`src/common/lam_pkg.sv`:
```
// Package of constants for the link alarm monitor
package lam_pkg;

  // ==========================================================================
  // Bus and map
  localparam int         ADDR_W          = 4;       // Word address width
  localparam int         DATA_W          = 32;      // Bus data width
  localparam int         NUM_LANES       = 8;       // Serializer lanes watched
  localparam int         NUM_SRC         = 6;       // Alarm source types
  localparam int         CLK_W           = 4;       // Compared internal clock bits

  // Byte offsets of registers (word index = offset / 4)
  localparam logic [5:0] OFF_STATUS      = 6'h00;   // Alarm event flags, W1C
  localparam logic [5:0] OFF_MASK        = 6'h04;   // Alarm suppress bits
  localparam logic [5:0] OFF_CTRL        = 6'h08;   // Link enable, pin select
  localparam logic [5:0] OFF_SUMMARY     = 6'h0c;   // Combined alarm indication
  localparam logic [5:0] OFF_LANE        = 6'h10;   // Lane FIFO error flags, W1C
  localparam logic [5:0] OFF_LANE_MASK   = 6'h14;   // Lane FIFO suppress bits
  localparam logic [5:0] OFF_LIVE        = 6'h18;   // Filtered pin levels

  // ==========================================================================
  // Status bit positions
  localparam int         BIT_CPLL        = 0;       // Converter PLL unlock
  localparam int         BIT_SPLL        = 1;       // Serializer PLL unlock
  localparam int         BIT_LINK        = 2;       // Link not transmitting
  localparam int         BIT_SYSREF      = 3;       // Internal clocks realigned
  localparam int         BIT_CLK         = 4;       // Clock upset
  localparam int         BIT_FIFO        = 5;       // Any lane FIFO error

  // Control bit positions
  localparam int         CTRL_LINK_EN    = 0;       // Serial link enable
  localparam int         CTRL_PIN_ALARM  = 1;       // Pin shows alarm
  localparam int         CTRL_PD_A       = 2;       // Channel A powerdown
  localparam int         CTRL_PD_B       = 3;       // Channel B powerdown

  // ==========================================================================
  // Reset values
  localparam logic [NUM_SRC-1:0]   RST_STATUS = 6'h00;
  localparam logic [NUM_SRC-1:0]   RST_MASK   = 6'h3f;  // All masked at start
  localparam logic [3:0]           RST_CTRL   = 4'h0;
  localparam logic [NUM_LANES-1:0] RST_LANE_M = 8'h00;
  localparam logic [DATA_W-1:0]    UNMAPPED   = 32'hdead0bad; // Arbitrary

  // Cycles a read waits before answering (read data from a register)
  localparam int         RD_WAIT_CYC     = 1;

endpackage

```
`src/verilog/lam_sync3.sv`:
```
// Three flip-flop input synchroniser with agreement filter
`timescale 1ns/1ns
`default_nettype none

module lam_sync3 #(
  parameter int W = 1                          // Number of bits
) (
  // Clock and reset
  input  wire logic         clk,
  input  wire logic         reset_n,
  // Data
  input  wire logic [W-1:0] async_in,          // From outside the clock domain
  output logic      [W-1:0] sync_out           // Filtered level
);

  logic [W-1:0] s1_reg;                        // Metastability catcher
  logic [W-1:0] s2_reg;                        // Second stage
  logic [W-1:0] s3_reg;                        // Third stage
  logic [W-1:0] out_reg;                       // Accepted level
  logic [W-1:0] out_next;

  // ==========================================================================
  // Accept a change only once stages two and three agree
  always_comb begin
    for (int i = 0; i < W; i++) begin
      out_next[i] = (s2_reg[i] == s3_reg[i]) ? s2_reg[i] : out_reg[i];
    end
  end

  // Registers only
  always_ff @(posedge clk or negedge reset_n) begin
    if (!reset_n) begin
      s1_reg  <= '0;
      s2_reg  <= '0;
      s3_reg  <= '0;
      out_reg <= '0;
    end else begin
      s1_reg  <= async_in;
      s2_reg  <= s1_reg;
      s3_reg  <= s2_reg;
      out_reg <= out_next;
    end
  end

  assign sync_out = out_reg;

endmodule

`default_nettype wire

```
`src/verilog/lam_monitor.sv`:
```
// Alarm monitor for a converter with a serial transmit link
// Function
// - Detect six alarm source types
// - Each source sets its own status bit
// - Flags stick until host writes one
// - Unmasked flags reach combined indication
// - Pin high on alarm when selected
// - Channel clock mismatch sets clock upset flag; compared only while link enabled
// - Powerdown exit may set clock flag; host clears
// - Lane FIFO pointer upset sets lane flag
// - Link enable toggle resets FIFO logic
// - Link disabled: reset, serializers off, gated
//
// The register addresses and the Avalon-MM slave port were left to the implementer.
`timescale 1ns/1ns
`default_nettype none

module lam_monitor
  import lam_pkg::*;
(
  // Clock and reset
  input  wire logic                 clk,
  input  wire logic                 reset_n,
  // Avalon-MM slave
  input  wire logic [ADDR_W-1:0]    avs_address,       // Word address
  input  wire logic                 avs_read,
  input  wire logic                 avs_write,
  input  wire logic [DATA_W-1:0]    avs_writedata,
  input  wire logic [3:0]           avs_byteenable,
  output logic      [DATA_W-1:0]    avs_readdata,
  output logic                      avs_waitrequest,
  // Alarm sources from the converter core
  input  wire logic                 cpll_unlocked,     // Async level
  input  wire logic                 spll_unlocked,     // Async level
  input  wire logic                 link_in_data_state, // Same clock
  input  wire logic                 sysref_realign,    // Same clock pulse
  input  wire logic [CLK_W-1:0]     chan_a_clk_phase,  // Same clock
  input  wire logic [CLK_W-1:0]     chan_b_clk_phase,  // Same clock
  input  wire logic                 half_rate_tick,    // DEVICE_CLOCK_INPUT/2 strobe
  input  wire logic [NUM_LANES-1:0] lane_fifo_ptr_err, // Same clock pulses
  input  wire logic                 global_powerdown_pin, // Async level
  // Link block and channel powerdown control
  output logic                      link_block_reset,  // Held while disabled
  output logic                      serializer_powerdown,
  output logic                      link_clock_gate_en,
  output logic                      fifo_logic_reset,  // High while disabled and one cycle after re-enable
  output logic                      chan_a_powerdown,
  output logic                      chan_b_powerdown,
  // Alarm outputs
  output logic                      calib_state_output_pin,
  output logic                      alarm_irq
);

  // ==========================================================================
  // Synchronised pins
  logic [2:0] pin_sync;                                // Filtered async inputs

  lam_sync3 #(.W(3)) u_sync (
    .clk      (clk),
    .reset_n  (reset_n),
    .async_in ({global_powerdown_pin, spll_unlocked, cpll_unlocked}),
    .sync_out (pin_sync)
  );

  // ==========================================================================
  // Register state
  logic [NUM_SRC-1:0]   alarm_event_flags_reg,   alarm_event_flags_next;
  logic [NUM_SRC-1:0]   alarm_suppress_bits_reg, alarm_suppress_bits_next;
  logic [NUM_LANES-1:0] lane_fifo_error_flags_reg, lane_fifo_error_flags_next;
  logic [NUM_LANES-1:0] lane_mask_reg,           lane_mask_next;
  logic [3:0]           ctrl_reg,                ctrl_next;
  logic                 pd_prev_reg,             pd_prev_next;   // Pin history
  logic                 fifo_rst_reg,            fifo_rst_next;  // Re-enable pulse
  logic [DATA_W-1:0]    rdata_reg,               rdata_next;
  logic                 rd_pend_reg,             rd_pend_next;   // Read wait state

  // Decode helpers
  logic [5:0]           byte_addr;                     // Byte address
  logic                 wr_go;                         // Write accepted now
  logic                 link_en;                       // serial_link_enable
  logic                 clk_mismatch;                  // Channel compare
  logic [NUM_SRC-1:0]   src_evt;                       // Event per source
  logic [NUM_SRC-1:0]   w1c_mask;                      // Status bits cleared
  logic [NUM_LANES-1:0] lane_w1c;                      // Lane bits cleared
  logic [NUM_LANES-1:0] lane_evt;                      // Lane events
  logic                 alarm_summary;                 // Combined indication

  assign byte_addr = {avs_address, 2'b00};
  assign wr_go     = avs_write;                        // Writes take one cycle
  assign link_en   = ctrl_reg[CTRL_LINK_EN];

  // ==========================================================================
  // Event detection
  always_comb begin
    // Compare only on a half-rate strobe while the link is enabled
    clk_mismatch = half_rate_tick && link_en
                   && (chan_a_clk_phase != chan_b_clk_phase);
    // Lane errors only count while the link runs; disabled link is in reset
    lane_evt     = link_en ? lane_fifo_ptr_err : '0;
    src_evt                = '0;
    src_evt[BIT_CPLL]      = pin_sync[0];
    src_evt[BIT_SPLL]      = pin_sync[1];
    src_evt[BIT_LINK]      = link_en && !link_in_data_state;
    src_evt[BIT_SYSREF]    = sysref_realign;
    // Leaving global powerdown may disturb clocks, so flag it too
    src_evt[BIT_CLK]       = clk_mismatch
                             || (pd_prev_reg && !pin_sync[2]);
    src_evt[BIT_FIFO]      = |lane_evt;
  end

  // ==========================================================================
  // Write-one-to-clear masks (lane 0 byte enable gates the low byte)
  always_comb begin
    w1c_mask = '0;
    lane_w1c = '0;
    if (wr_go && avs_byteenable[0]) begin
      if (byte_addr == OFF_STATUS) w1c_mask = avs_writedata[NUM_SRC-1:0];
      if (byte_addr == OFF_LANE)   lane_w1c = avs_writedata[NUM_LANES-1:0];
    end
  end

  // ==========================================================================
  // Next state of flags and controls; set wins over clear
  always_comb begin
    alarm_event_flags_next     = (alarm_event_flags_reg & ~w1c_mask)
                                 | src_evt;
    lane_fifo_error_flags_next = (lane_fifo_error_flags_reg & ~lane_w1c)
                                 | lane_evt;
    alarm_suppress_bits_next   = alarm_suppress_bits_reg;
    lane_mask_next             = lane_mask_reg;
    ctrl_next                  = ctrl_reg;
    pd_prev_next               = pin_sync[2];
    if (wr_go && avs_byteenable[0]) begin
      unique case (byte_addr)
        OFF_MASK:      alarm_suppress_bits_next = avs_writedata[NUM_SRC-1:0];
        OFF_LANE_MASK: lane_mask_next           = avs_writedata[NUM_LANES-1:0];
        OFF_CTRL:      ctrl_next                = avs_writedata[3:0];
        default: begin
          // Other addresses hold nothing writable
        end
      endcase
    end
    // FIFO reset pulse on the rising edge of the link enable
    fifo_rst_next = !link_en && ctrl_next[CTRL_LINK_EN];
  end

  // ==========================================================================
  // Combined indication: any unmasked flag
  always_comb begin
    alarm_summary = |(alarm_event_flags_reg & ~alarm_suppress_bits_reg)
                    || |(lane_fifo_error_flags_reg & ~lane_mask_reg);
  end

  // ==========================================================================
  // Read path: one wait cycle, data from a register
  always_comb begin
    rd_pend_next = avs_read && !rd_pend_reg;
    rdata_next   = rdata_reg;
    if (avs_read && !rd_pend_reg) begin
      rdata_next = '0;
      unique case (byte_addr)
        OFF_STATUS:    rdata_next[NUM_SRC-1:0]   = alarm_event_flags_reg;
        OFF_MASK:      rdata_next[NUM_SRC-1:0]   = alarm_suppress_bits_reg;
        OFF_CTRL:      rdata_next[3:0]           = ctrl_reg;
        OFF_SUMMARY:   rdata_next[0]             = alarm_summary;
        OFF_LANE:      rdata_next[NUM_LANES-1:0] = lane_fifo_error_flags_reg;
        OFF_LANE_MASK: rdata_next[NUM_LANES-1:0] = lane_mask_reg;
        OFF_LIVE:      rdata_next[2:0]           = pin_sync;
        default:       rdata_next                = UNMAPPED;
      endcase
    end
  end

  // Registers only
  always_ff @(posedge clk or negedge reset_n) begin
    if (!reset_n) begin
      alarm_event_flags_reg     <= RST_STATUS;
      alarm_suppress_bits_reg   <= RST_MASK;
      lane_fifo_error_flags_reg <= '0;
      lane_mask_reg             <= RST_LANE_M;
      ctrl_reg                  <= RST_CTRL;
      pd_prev_reg               <= 1'b0;
      fifo_rst_reg              <= 1'b0;
      rdata_reg                 <= '0;
      rd_pend_reg               <= 1'b0;
    end else begin
      alarm_event_flags_reg     <= alarm_event_flags_next;
      alarm_suppress_bits_reg   <= alarm_suppress_bits_next;
      lane_fifo_error_flags_reg <= lane_fifo_error_flags_next;
      lane_mask_reg             <= lane_mask_next;
      ctrl_reg                  <= ctrl_next;
      pd_prev_reg               <= pd_prev_next;
      fifo_rst_reg              <= fifo_rst_next;
      rdata_reg                 <= rdata_next;
      rd_pend_reg               <= rd_pend_next;
    end
  end

  // ==========================================================================
  // Outputs
  assign avs_readdata           = rdata_reg;
  assign avs_waitrequest        = avs_read && !rd_pend_reg;
  assign link_block_reset       = !link_en;
  assign serializer_powerdown   = !link_en;
  assign link_clock_gate_en     = link_en;
  assign fifo_logic_reset       = fifo_rst_reg || !link_en;
  assign chan_a_powerdown       = ctrl_reg[CTRL_PD_A];
  assign chan_b_powerdown       = ctrl_reg[CTRL_PD_B];
  assign calib_state_output_pin = ctrl_reg[CTRL_PIN_ALARM] && alarm_summary;
  assign alarm_irq              = alarm_summary;
endmodule

`default_nettype wire

```
`config.mk`:
```
export PLATFORM = sky130hd
export DESIGN_NAME = lam_monitor
export DESIGN_NICKNAME = d
export VERILOG_FILES = /design/src/common/lam_pkg.sv /design/src/verilog/lam_sync3.sv /design/src/verilog/lam_monitor.sv
export SDC_FILE = /design/constraint.sdc
export NUM_CORES = 1
export LEC_CHECK = 0
export ABC_CLOCK_PERIOD_IN_PS = 1900
export BUFFER_PORTS_ARGS = -buffer_cell sky130_fd_sc_hd__buf_2
export CORE_MARGIN = 3
export CORE_UTILIZATION = 44
export CTS_CLUSTER_SIZE = 8
export DETAILED_ROUTE_END_ITERATION = 10
export PLACE_DENSITY_LB_ADDON = 0.15
export SLEW_MARGIN = 20
export SYNTH_ARGS = -nofsm -noshare
export SYNTH_HDL_FRONTEND = slang
export SYNTH_SLANG_ARGS = --single-unit
```
`constraint.sdc`:
```
create_clock -name clk -period 1.9 [get_ports clk]
set_clock_uncertainty 0.2 [all_clocks]
set_input_delay 0.475 -clock clk [delete_from_list [all_inputs] [get_ports clk]]
set_output_delay 0.475 -clock clk [all_outputs]
set_load 0.02 [all_outputs]
```
==> flow_metrics.py, run 1 <==
metrics = {
    "status": {
        "outcome": "finished, violations left",
        "violations": "setup timing",
    },
    "routing": {
        "ant_nets": 0,
        "drt-pass1-iter-count": 4,
        "vias": 2225,
        "wl_per_cell_um": 15.9,
        "drcViolationCount": 0,
        "vias_per_cell": 5.10,
        "routed_wl_um": 6950,
        "drt_iter0_markers": 107,
    },
    "synth": {
        "ys_ff_latch": 56,
        "yosys_warnings": 0,
        "synthCells": 248,
        "ys_seq_area_share_pct": 50.0,
        "syn_avg_cell_area_um2": 11.4,
        "synth_enable_flop_cells": 0,
        "async_flop_share_pct": 100,
        "synth_area_um2": 2820,
        "ys_types": 53,
        "synth_flop_cell": "dfrtp_1",
    },
    "placed_design": {
        "portBuffers": 69,
        "hpwl_um": 5350,
        "place_congestion": 0.816,
        "place_ws_ps": -205,
    },
    "clock_network": {
        "cts_max_level": 2,
        "clock_latency_ps": 320,
        "cts_made_buffers": 5,
        "ctsRootBufferMaster": "clkbuf_8",
        "cts_tree": "done",
        "clk_pin_slew_ps": 100,
        "cts_buffer_depth": 2,
        "cts.sinks": 56,
    },
    "floorplanning": {
        "die_area_um2": 7400,
        "die_w_um": 86.0,
        "start_util_pct": 46.5,
        "fp-row-count": 28,
        "ios": 107,
        "die_h_um": 86.0,
        "coreArea_um2": 6060,
    },
    "final_layout": {
        "fillers": 527,
        "largest_register_ffs": 9,
        "regArea_um2": 1410,
        "nNetsFinal": 426,
        "antennaDiodeCount": 0,
        "multiInputGateArea_um2": 1230,
        "final_core_util_pct": 60.9,
        "final_cell_mix": "67 x buf_2, 56 x buf_4, 50 x dfrtp_1",
        "area_growth_pct": 31.0,
        "final_common_cell": "buf_2",
        "layout-drive-gt1-share_pct": 48.8,
    },
    "timing": {
        "hold_viol": 0,
        "setup_viol": 2,
        "max_slew_margin_pct": 65.3,
        "drv_slew": 0,
        "tightestPinTransition_ps": 516,
        "max_freq_mhz": 416,
        "rsz0062_at_grt": "true",
        "tns_ps": -1010,
        "post-route-period-util_pct": 127,
        "fin_crit_ps": 2410,
        "layout_setup_ws_ps": -505,
        "hold_ws_ps": 52.3,
    },
    "global_routing": {
        "use_met3_pct": 5.09,
        "track_usage_pct": 19.9,
        "top_usage_layer": "met2",
        "grt-ovfl-total": 0,
        "use_met1_pct": 27.8,
        "grt_max_degree": 27,
        "antenna_found_initial": 0,
        "grt_use_met2_pct": 30.6,
        "grt_pass1_wl_um": 11200,
        "grt_pass1_vias": 2150,
    },
    "hold_path": {
        "hold_path_class": "in2reg",
    },
    "critical_path": {
        "crit_type": "reg2out",
        "critPathLaunchType": "register",
        "crit_path_max_fanout": 2,
        "critPathCaptureType": "primary output",
        "cpPeakStageDelay_ps": 550,
        "cp_num_buf_inv": 2,
        "crit_family": "flip-flops",
        "arrival_ps": 1730,
        "cp_slowest_cell": "dfstp_2",
        "cp.required_ps": 1220,
        "crit_chain": "inv_2 > a2111oi_4 > nand3_2 > and2_4 > buf_6",
    },
    "power": {
        "seq_power_share_pct": 48.2,
        "p_clk_share_pct": 22.1,
        "switching_share_pct": 32.3,
        "power_density_nw_per_um2": 817,
        "ir_worst_vdd_mv": 0.674,
        "switching_power_mw": 0.973,
        "p_int_mw": 2.04,
        "power_frac_comb_pct": 29.7,
        "p_leak_nw": 1.73,
    },
    "flow_run": {
        "maxCapViolCount": 0,
    },
}
power groups by stage:
stage	clock (mW)	combinational [mW]	sequential [mW]
global route	0.744	0.970	1.47
CTS	0.677	0.887	1.45
finish	0.667	0.897	1.45
global placement	0	0.861	1.46
floorplan	0	0.492	1.51
detailed placement	0	0.870	1.47
cell type report:
class | count | share of cell area (%)
flip-flops and latches | 56 | 38.2
well taps | 75 | 2.54
repair buffers | 128 | 22.4
clock buffers | 6 | 1.97
clock inverters | 2 | 0.441
multi-input cells | 159 | 33.4
inverters | 10 | 1.02
cell usage after synthesis (all sizes together) (2+ instances only):
library cell  count  share of area (%)
dfrtp            50                 44
nor3b             2               0.53
xnor2             4                1.2
nor3              2               0.53
nor2             10                1.9
o21ai             7                1.2
clkbuf            2               0.27
nor2b             7                1.8
dfstp             6                5.6
inv              10                1.3
a21o              4                1.1
a22oi             2               0.53
buf              30                8.5
a31oi             3               0.67
nand4             2               0.44
nand2            27                3.7
maj3              3                1.1
a2111oi           2               0.62
mux2             18                8.3
nand3             7                1.2
mux2i             6                2.1
nor4              4                1.4
a21oi             6                1.1
a22o              9                2.8
a221oi            2               0.62
nand2b            5                1.1
path summary, 6_finish.rpt:
path	slack [ps]	startpoint	depth (start not counted)	to
max	-510	alarm_suppress_bits_reg[1]$_DFFE_PN1P_	5	calib_state_output_pin
min	50	cpll_unlocked	1	u_sync.s1_reg[0]$_DFF_PN0_
max reg2reg	50	alarm_suppress_bits_reg[1]$_DFFE_PN1P_	7	avs_readdata[0]$_DFFE_PN0P_
min reg2reg	160	u_sync.s1_reg[2]$_DFF_PN0_	0	u_sync.s2_reg[2]$_DFF_PN0_
max in group asynchronous	520	reset_n	3	alarm_suppress_bits_reg[5]$_DFFE_PN1P_
min in group asynchronous	420	reset_n	2	lane_mask_reg[3]$_DFFE_PN0P_
what timing repair did:
item / in CTS / in global routing
hold buffers: 1 / 0
pin swaps: 3 / 1
endpoints found under the hold margin: 14 / 0
endpoints found under the setup margin: 2 / 2
gates resized for setup: 5 / 3
setup buffers: 3 / 3
logic make-up (layout without fill, tap and decap cells):
logic type               count (synthesis)  count (layout)  synth area share (%)
XOR/XNOR                                 4               4                  1.24
buffers and inverters                   42             146                  10.1
flip-flops                              56              56                  50.0
other                                    1              10                 0.133
multiplexers                            25              25                  11.2
AND/OR/NAND/NOR                         71              71                  14.0
AO/OA/AOI/OAI                           46              46                  12.2
adder cells (fa/ha/maj)                  3               3                  1.07
through the flow:
stage               total power, mW  cells  area, um^2
floorplan                      2.00    257        2910
global placement               2.33    421        3510
detailed placement             2.34    421        3510
CTS                            3.01    433        3650
global route                   3.19    436        3690
finish                         3.02    436        3690
worst register-to-register path, delay by kind of cell, from the launching register on:
| family | cells | cell delay, ps |
|---|---|---|
| flip-flops | 1 | 550 |
| buffers and inverters | 4 | 400 |
| AO/OA/AOI/OAI | 3 | 590 |
per-layer routing:
| metal | vias to the layer above | wire [um] |
|---|---|---|
| met2 | 76 | 3190 |
| met4 | 0 | 76 |
| met1 | 1072 | 3210 |
| met3 | 8 | 473 |
| li1 | 1069 | - |
| met5 | - | 0 |
No activity file was read; power rests on OpenSTA's default activity.
==> run 2, diff against run 1 <==
Settings changed: ABC_CLOCK_PERIOD_IN_PS 1900 to 2480, CORE_UTILIZATION 44 to 45.
Clock period 1.9 ns to 2.48 ns, I/O delays scaled along.
==> flow_metrics.py, run 2 (synthesized netlist as in run 1, its figures left out) <==
metrics = {
    "timing": {
        "hold_ws_ps": 71.7,
        "hold_viol": 0,
        "max_freq_mhz": 397,
        "fin_crit_ps": 2520,
        "layout_setup_ws_ps": -41.9,
        "rsz0062_at_grt": "true",
        "drv_slew": 0,
        "setup_viol": 1,
        "post-route-period-util_pct": 102,
    },
    "power": {
        "ir_worst_vdd_mv": 0.394,
        "p_leak_nw": 1.56,
        "power_density_nw_per_um2": 692,
    },
    "global_routing": {
        "grt_max_degree": 57,
        "grt-ovfl-total": 0,
        "grt_pass1_wl_um": 10400,
        "grt_pass1_vias": 1971,
        "antenna_found_initial": 0,
        "track_usage_pct": 18.5,
    },
    "routing": {
        "wl_met2_um": 3110,
        "drcViolationCount": 0,
        "routed_wl_um": 6600,
        "wl_met3_um": 378,
        "drt-pass1-iter-count": 4,
        "top_layer_used": "met4",
        "vias": 2089,
        "ant_nets": 0,
        "wl_per_cell_um": 16.6,
        "drt_iter0_markers": 125,
        "vias_per_cell": 5.26,
        "wl_met1_um": 3040,
    },
    "clock_network": {
        "clk_pin_slew_ps": 90,
        "cts_tree": "done",
        "cts_made_buffers": 5,
        "ctsRootBufferMaster": "clkbuf_8",
        "cts_hold_buffers": 0,
        "cts_buffer_depth": 2,
        "clock_latency_ps": 310,
        "cts.sinks": 56,
        "cts_max_level": 2,
    },
    "floorplanning": {
        "die_h_um": 85.1,
        "ios": 107,
        "coreArea_um2": 5990,
        "die_w_um": 85.1,
        "start_util_pct": 47.0,
        "fp-row-count": 28,
        "die_area_um2": 7250,
    },
    "final_layout": {
        "final_cell_mix": "68 x buf_2, 50 x dfrtp_1, 26 x nand2_1",
        "fillers": 526,
        "final_core_util_pct": 57.4,
        "antennaDiodeCount": 0,
        "area_growth_pct": 22.0,
        "largest_register_ffs": 9,
        "final_common_cell": "buf_2",
        "nNetsFinal": 387,
        "layout-drive-gt1-share_pct": 43.8,
    },
    "status": {
        "outcome": "finished, violations left",
        "violations": "setup timing",
    },
    "placed_design": {
        "portBuffers": 69,
        "place_congestion": 0.845,
        "hpwl_um": 4830,
    },
    "critical_path": {
        "crit_type": "reg2out",
        "r2r-end": "avs_readdata[2]$_DFFE_PN0P_",
        "crit_path_end": "calib_state_output_pin",
        "critPathLaunchType": "register",
        "timing.rr.start": "rd_pend_reg$_DFF_PN0_",
        "crit_path_max_fanout": 2,
        "cp.required_ps": 1660,
        "arrival_ps": 1700,
        "rrSetupSlack_ps": 790,
        "critPathCaptureType": "primary output",
        "ff2ff_path_depth": 4,
        "cp-startpoint": "alarm_suppress_bits_reg[1]$_DFFE_PN1P_",
    },
    "hold_path": {
        "hold_path_class": "in2async",
    },
    "flow_run": {
        "maxCapViolCount": 0,
    },
}
## run 2: layer usage
metal	GRT usage, %	vias up
met3	4.17	5
met1	25.5	1018
li1	-	992
met5	0	-
met2	29.5	74
met4	5.32	0
## run 2: how the worst min path moves through the flow
stage / start / endpoint / cells after the start
2_1_floorplan: reset_n / alarm_event_flags_reg[0]$_DFF_PN0_ / 0
3_3_place_gp: u_sync.s1_reg[2]$_DFF_PN0_ / u_sync.s2_reg[2]$_DFF_PN0_ / 0
3_5_place_dp: u_sync.s1_reg[0]$_DFF_PN0_ / u_sync.s2_reg[0]$_DFF_PN0_ / 0
4_1_cts: reset_n / avs_readdata[6]$_DFFE_PN0P_ / 2
5_1_grt: reset_n / rd_pend_reg$_DFF_PN0_ / 2
6_report: reset_n / rd_pend_reg$_DFF_PN0_ / 2
## run 2: layout make-up
type                    instances  area, um^2  share of cell area, %
inverters                      10        37.5                   1.09
flip-flops and latches         56        1410                   41.0
clock buffers                   7        96.3                   2.80
well taps                      75        93.8                   2.73
clock inverters                 1        30.0                  0.874
repair buffers                 89         514                   15.0
multi-input cells             159        1260                   36.5
## run 2: stage by stage
step	area, um^2	setup TNS (ps)	total power [mW]	instances	worst slack [ps]
6_report	3440	-41.9	2.38	397	-41.9
4_1_cts	3400	-135	2.37	397	-115
3_3_place_gp	3150	0	1.65	382	46.0
3_5_place_dp	3150	0	1.66	382	50.4
5_1_grt	3440	-165	2.50	397	-133
2_1_floorplan	2850	0	1.50	257	19.7
## run 2: power breakdown
part           switching (mW)  internal (mW)
Clock                   0.297          0.357
Sequential             0.0983           1.04
Combinational           0.322          0.266
## run 2: timing repair
item / in CTS / in global routing
gates resized for setup: 14 / 5
pin swaps: 5 / 3
setup endpoints to repair: 2 / 2
setup buffers: 7 / 0
## run 2: critical path, cell delays in order (launching register included)
cell	delay, ps
dfstp_2	540
inv_2	50
a2111oi_4	270
buf_4	160
nand3_2	80
and2_4	160
buf_6	120
==> run 3, diff against run 2 <==
Settings changed: ABC_AREA set to 1, CORE_UTILIZATION 45 to 40.
==> flow_metrics.py, run 3 <==
metrics = {
    "status": {
        "outcome": "finished clean",
    },
    "placed_design": {
        "place_congestion": 0.846,
        "portBuffers": 69,
        "hpwl_um": 4850,
        "dpl_cell_area_um2": 3180,
        "place_ws_ps": 414,
    },
    "synth": {
        "netlist_top_cells_area": "dfrtp_1 44%, nand2_1 9.3%, buf_4 6.3%",
        "synth_enable_flop_cells": 0,
        "synth_xor_xnor_area_share_pct": 1.22,
        "synth_fa_ha_area_share_pct": 1.05,
        "synth_top_area_share_pct": 43.7,
        "synth_area_um2": 2870,
        "ys_ff_latch": 56,
        "synthCells": 339,
        "synth-simple-area-share_pct": 20.5,
        "synth.most_common_cell": "nand2_1",
        "syn_avg_cell_area_um2": 8.45,
        "ys_types": 30,
        "synth_top_family_by_area": "simple AND/OR/NAND/NOR gates",
        "yosys_warnings": 0,
        "synth.area.mux_share_pct": 0,
        "synth_compound_area_share_pct": 13.4,
        "synth_flop_cell": "dfrtp_1",
        "async_flop_share_pct": 100,
        "yosysTopAreaCell": "dfrtp_1",
        "ys_seq_area_share_pct": 49.2,
        "yosys-top-cells-count": "71 x nand2_1, 50 x dfrtp_1, 48 x inv_1",
    },
    "critical_path": {
        "crit_chain": "inv_1 > nand2_1 > nand2_1 > nor2_1 > nand2_1 > nor2_2 > nor2_1 > buf_2",
        "cp.required_ps": 1660,
        "cpPeakStageDelay_ps": 540,
        "timing.rr.start": "rd_pend_reg$_DFF_PN0_",
        "critPathCaptureType": "primary output",
        "arrival_ps": 1500,
        "crit_family": "flip-flops",
        "crit_type": "reg2out",
        "cp_slowest_cell": "dfstp_2",
        "crit_top_cell": "nand2_1",
        "critPathLaunchType": "register",
        "cp-startpoint": "alarm_suppress_bits_reg[2]$_DFFE_PN1P_",
        "cp_num_buf_inv": 2,
        "crit_path_max_fanout": 2,
    },
    "floorplanning": {
        "die_h_um": 90.6,
        "start_util_pct": 41.7,
        "die_area_um2": 8210,
        "coreArea_um2": 6870,
        "fp-row-count": 30,
        "ios": 107,
        "die_w_um": 90.6,
    },
    "timing": {
        "post-route-period-util_pct": 93.7,
        "tns_ps": 0,
        "max_freq_mhz": 430,
        "drv_slew": 0,
        "fin_crit_ps": 2320,
        "layout_setup_ws_ps": 156,
        "setup_viol": 0,
        "hold_viol": 0,
        "hold_ws_ps": 97.0,
        "rsz0062_at_grt": "false",
    },
    "final_layout": {
        "nNetsFinal": 465,
        "final_cell_mix": "71 x nand2_1, 69 x buf_2, 50 x dfrtp_1",
        "final_core_util_pct": 47.8,
        "final_common_cell": "nand2_1",
        "layout-drive-gt1-share_pct": 30.3,
        "area_growth_pct": 14.5,
        "fillers": 732,
        "largest_register_ffs": 9,
        "final_cell_area_um2": 3280,
        "antennaDiodeCount": 0,
    },
    "routing": {
        "drcViolationCount": 0,
        "vias": 2297,
        "drt-pass1-iter-count": 4,
        "ant_nets": 0,
        "wl_per_cell_um": 12.8,
        "vias_per_cell": 4.63,
        "drt_iter0_markers": 201,
        "routed_wl_um": 6370,
    },
    "global_routing": {
        "grt_pass1_vias": 2197,
        "antenna_found_initial": 0,
        "grt_pass1_wl_um": 10800,
        "track_usage_pct": 16.0,
        "grt-ovfl-total": 0,
        "grt_max_degree": 57,
    },
    "clock_network": {
        "cts_max_level": 2,
        "cts_made_buffers": 5,
        "cts.sinks": 56,
        "cts_hold_buffers": 0,
        "cts_buffer_depth": 2,
        "cts_tree": "done",
        "clock_latency_ps": 310,
        "ctsRootBufferMaster": "clkbuf_8",
        "clk_pin_slew_ps": 110,
    },
    "power": {
        "p_leak_nw": 1.67,
        "ir_worst_vdd_mv": 0.345,
        "power_density_nw_per_um2": 635,
    },
    "hold_path": {
        "hold_path_class": "in2async",
    },
    "flow_run": {
        "maxCapViolCount": 0,
    },
}
run 3: changes by cell type in the layout (fill, tap and decap cells not counted), moves of 14 or more:
cell,previous run,this run
buf_4,19,2
inv_1,9,48
nand2_1,26,71
nor2_1,8,27
o21ai_0,7,32
o21ai_2,0,14
run 3: repair_timing:
action	4_1_cts	5_1_grt
hold endpoints to repair	0	0
setup buffers	0	1
resized for setup	0	1
endpoints found under the setup margin	0	2
run 3: final timing paths:
check	cells past startpoint	endpoint	slack, ps
worst min-delay path	2	avs_readdata[5]$_DFFE_PN0P_	100
worst max register to register	6	avs_readdata[2]$_DFFE_PN0P_	900
max in group asynchronous	2	alarm_suppress_bits_reg[0]$_DFFE_PN1P_	1680
worst max-delay path	8	calib_state_output_pin	160
worst min register to register	0	u_sync.s2_reg[2]$_DFF_PN0_	160
min in group clk	0	u_sync.s2_reg[2]$_DFF_PN0_	160
run 3: cell families after synthesis:
| logic type | Yosys count |
|---|---|
| buffers and inverters | 82 |
| adders and majority gates | 3 |
| xor gates and xnor gates | 4 |
| DFF | 56 |
| other | 1 |
| AOI/OAI and AO/OA | 63 |
| and+or+nand+nor | 130 |
run 3: where the power goes:
group | switching [mW] | internal (mW)
sequential | 0.0601 | 1.02
combinational | 0.329 | 0.170
clock | 0.302 | 0.201
run 3: per-layer routing:
layer	GRT usage, %	part of all wire, %	vias up
met1	24.4	51	1054
met3	3.08	6.1	8
met5	0	0	-
met2	23.5	42	89
li1	-	-	1146
met4	3.70	1.4	0
run 3: cell type report:
cell class	count	area, um^2	share of cell area [%]
Inverter	54	208	6.33
Sequential cell	56	1410	42.9
Timing Repair Buffer	72	380	11.6
Clock inverter	3	21.3	0.648
Tap cell	96	120	3.66
Multi-Input combinational cell	210	1070	32.7
Clock buffer	5	68.8	2.10
run 3: stage by stage:
stage | cells | total power [mW]
after global routing | 496 | 2.21
after global placement | 487 | 1.60
after CTS | 495 | 2.11
final | 496 | 2.08
after detailed placement | 487 | 1.61
after floorplan | 348 | 1.47
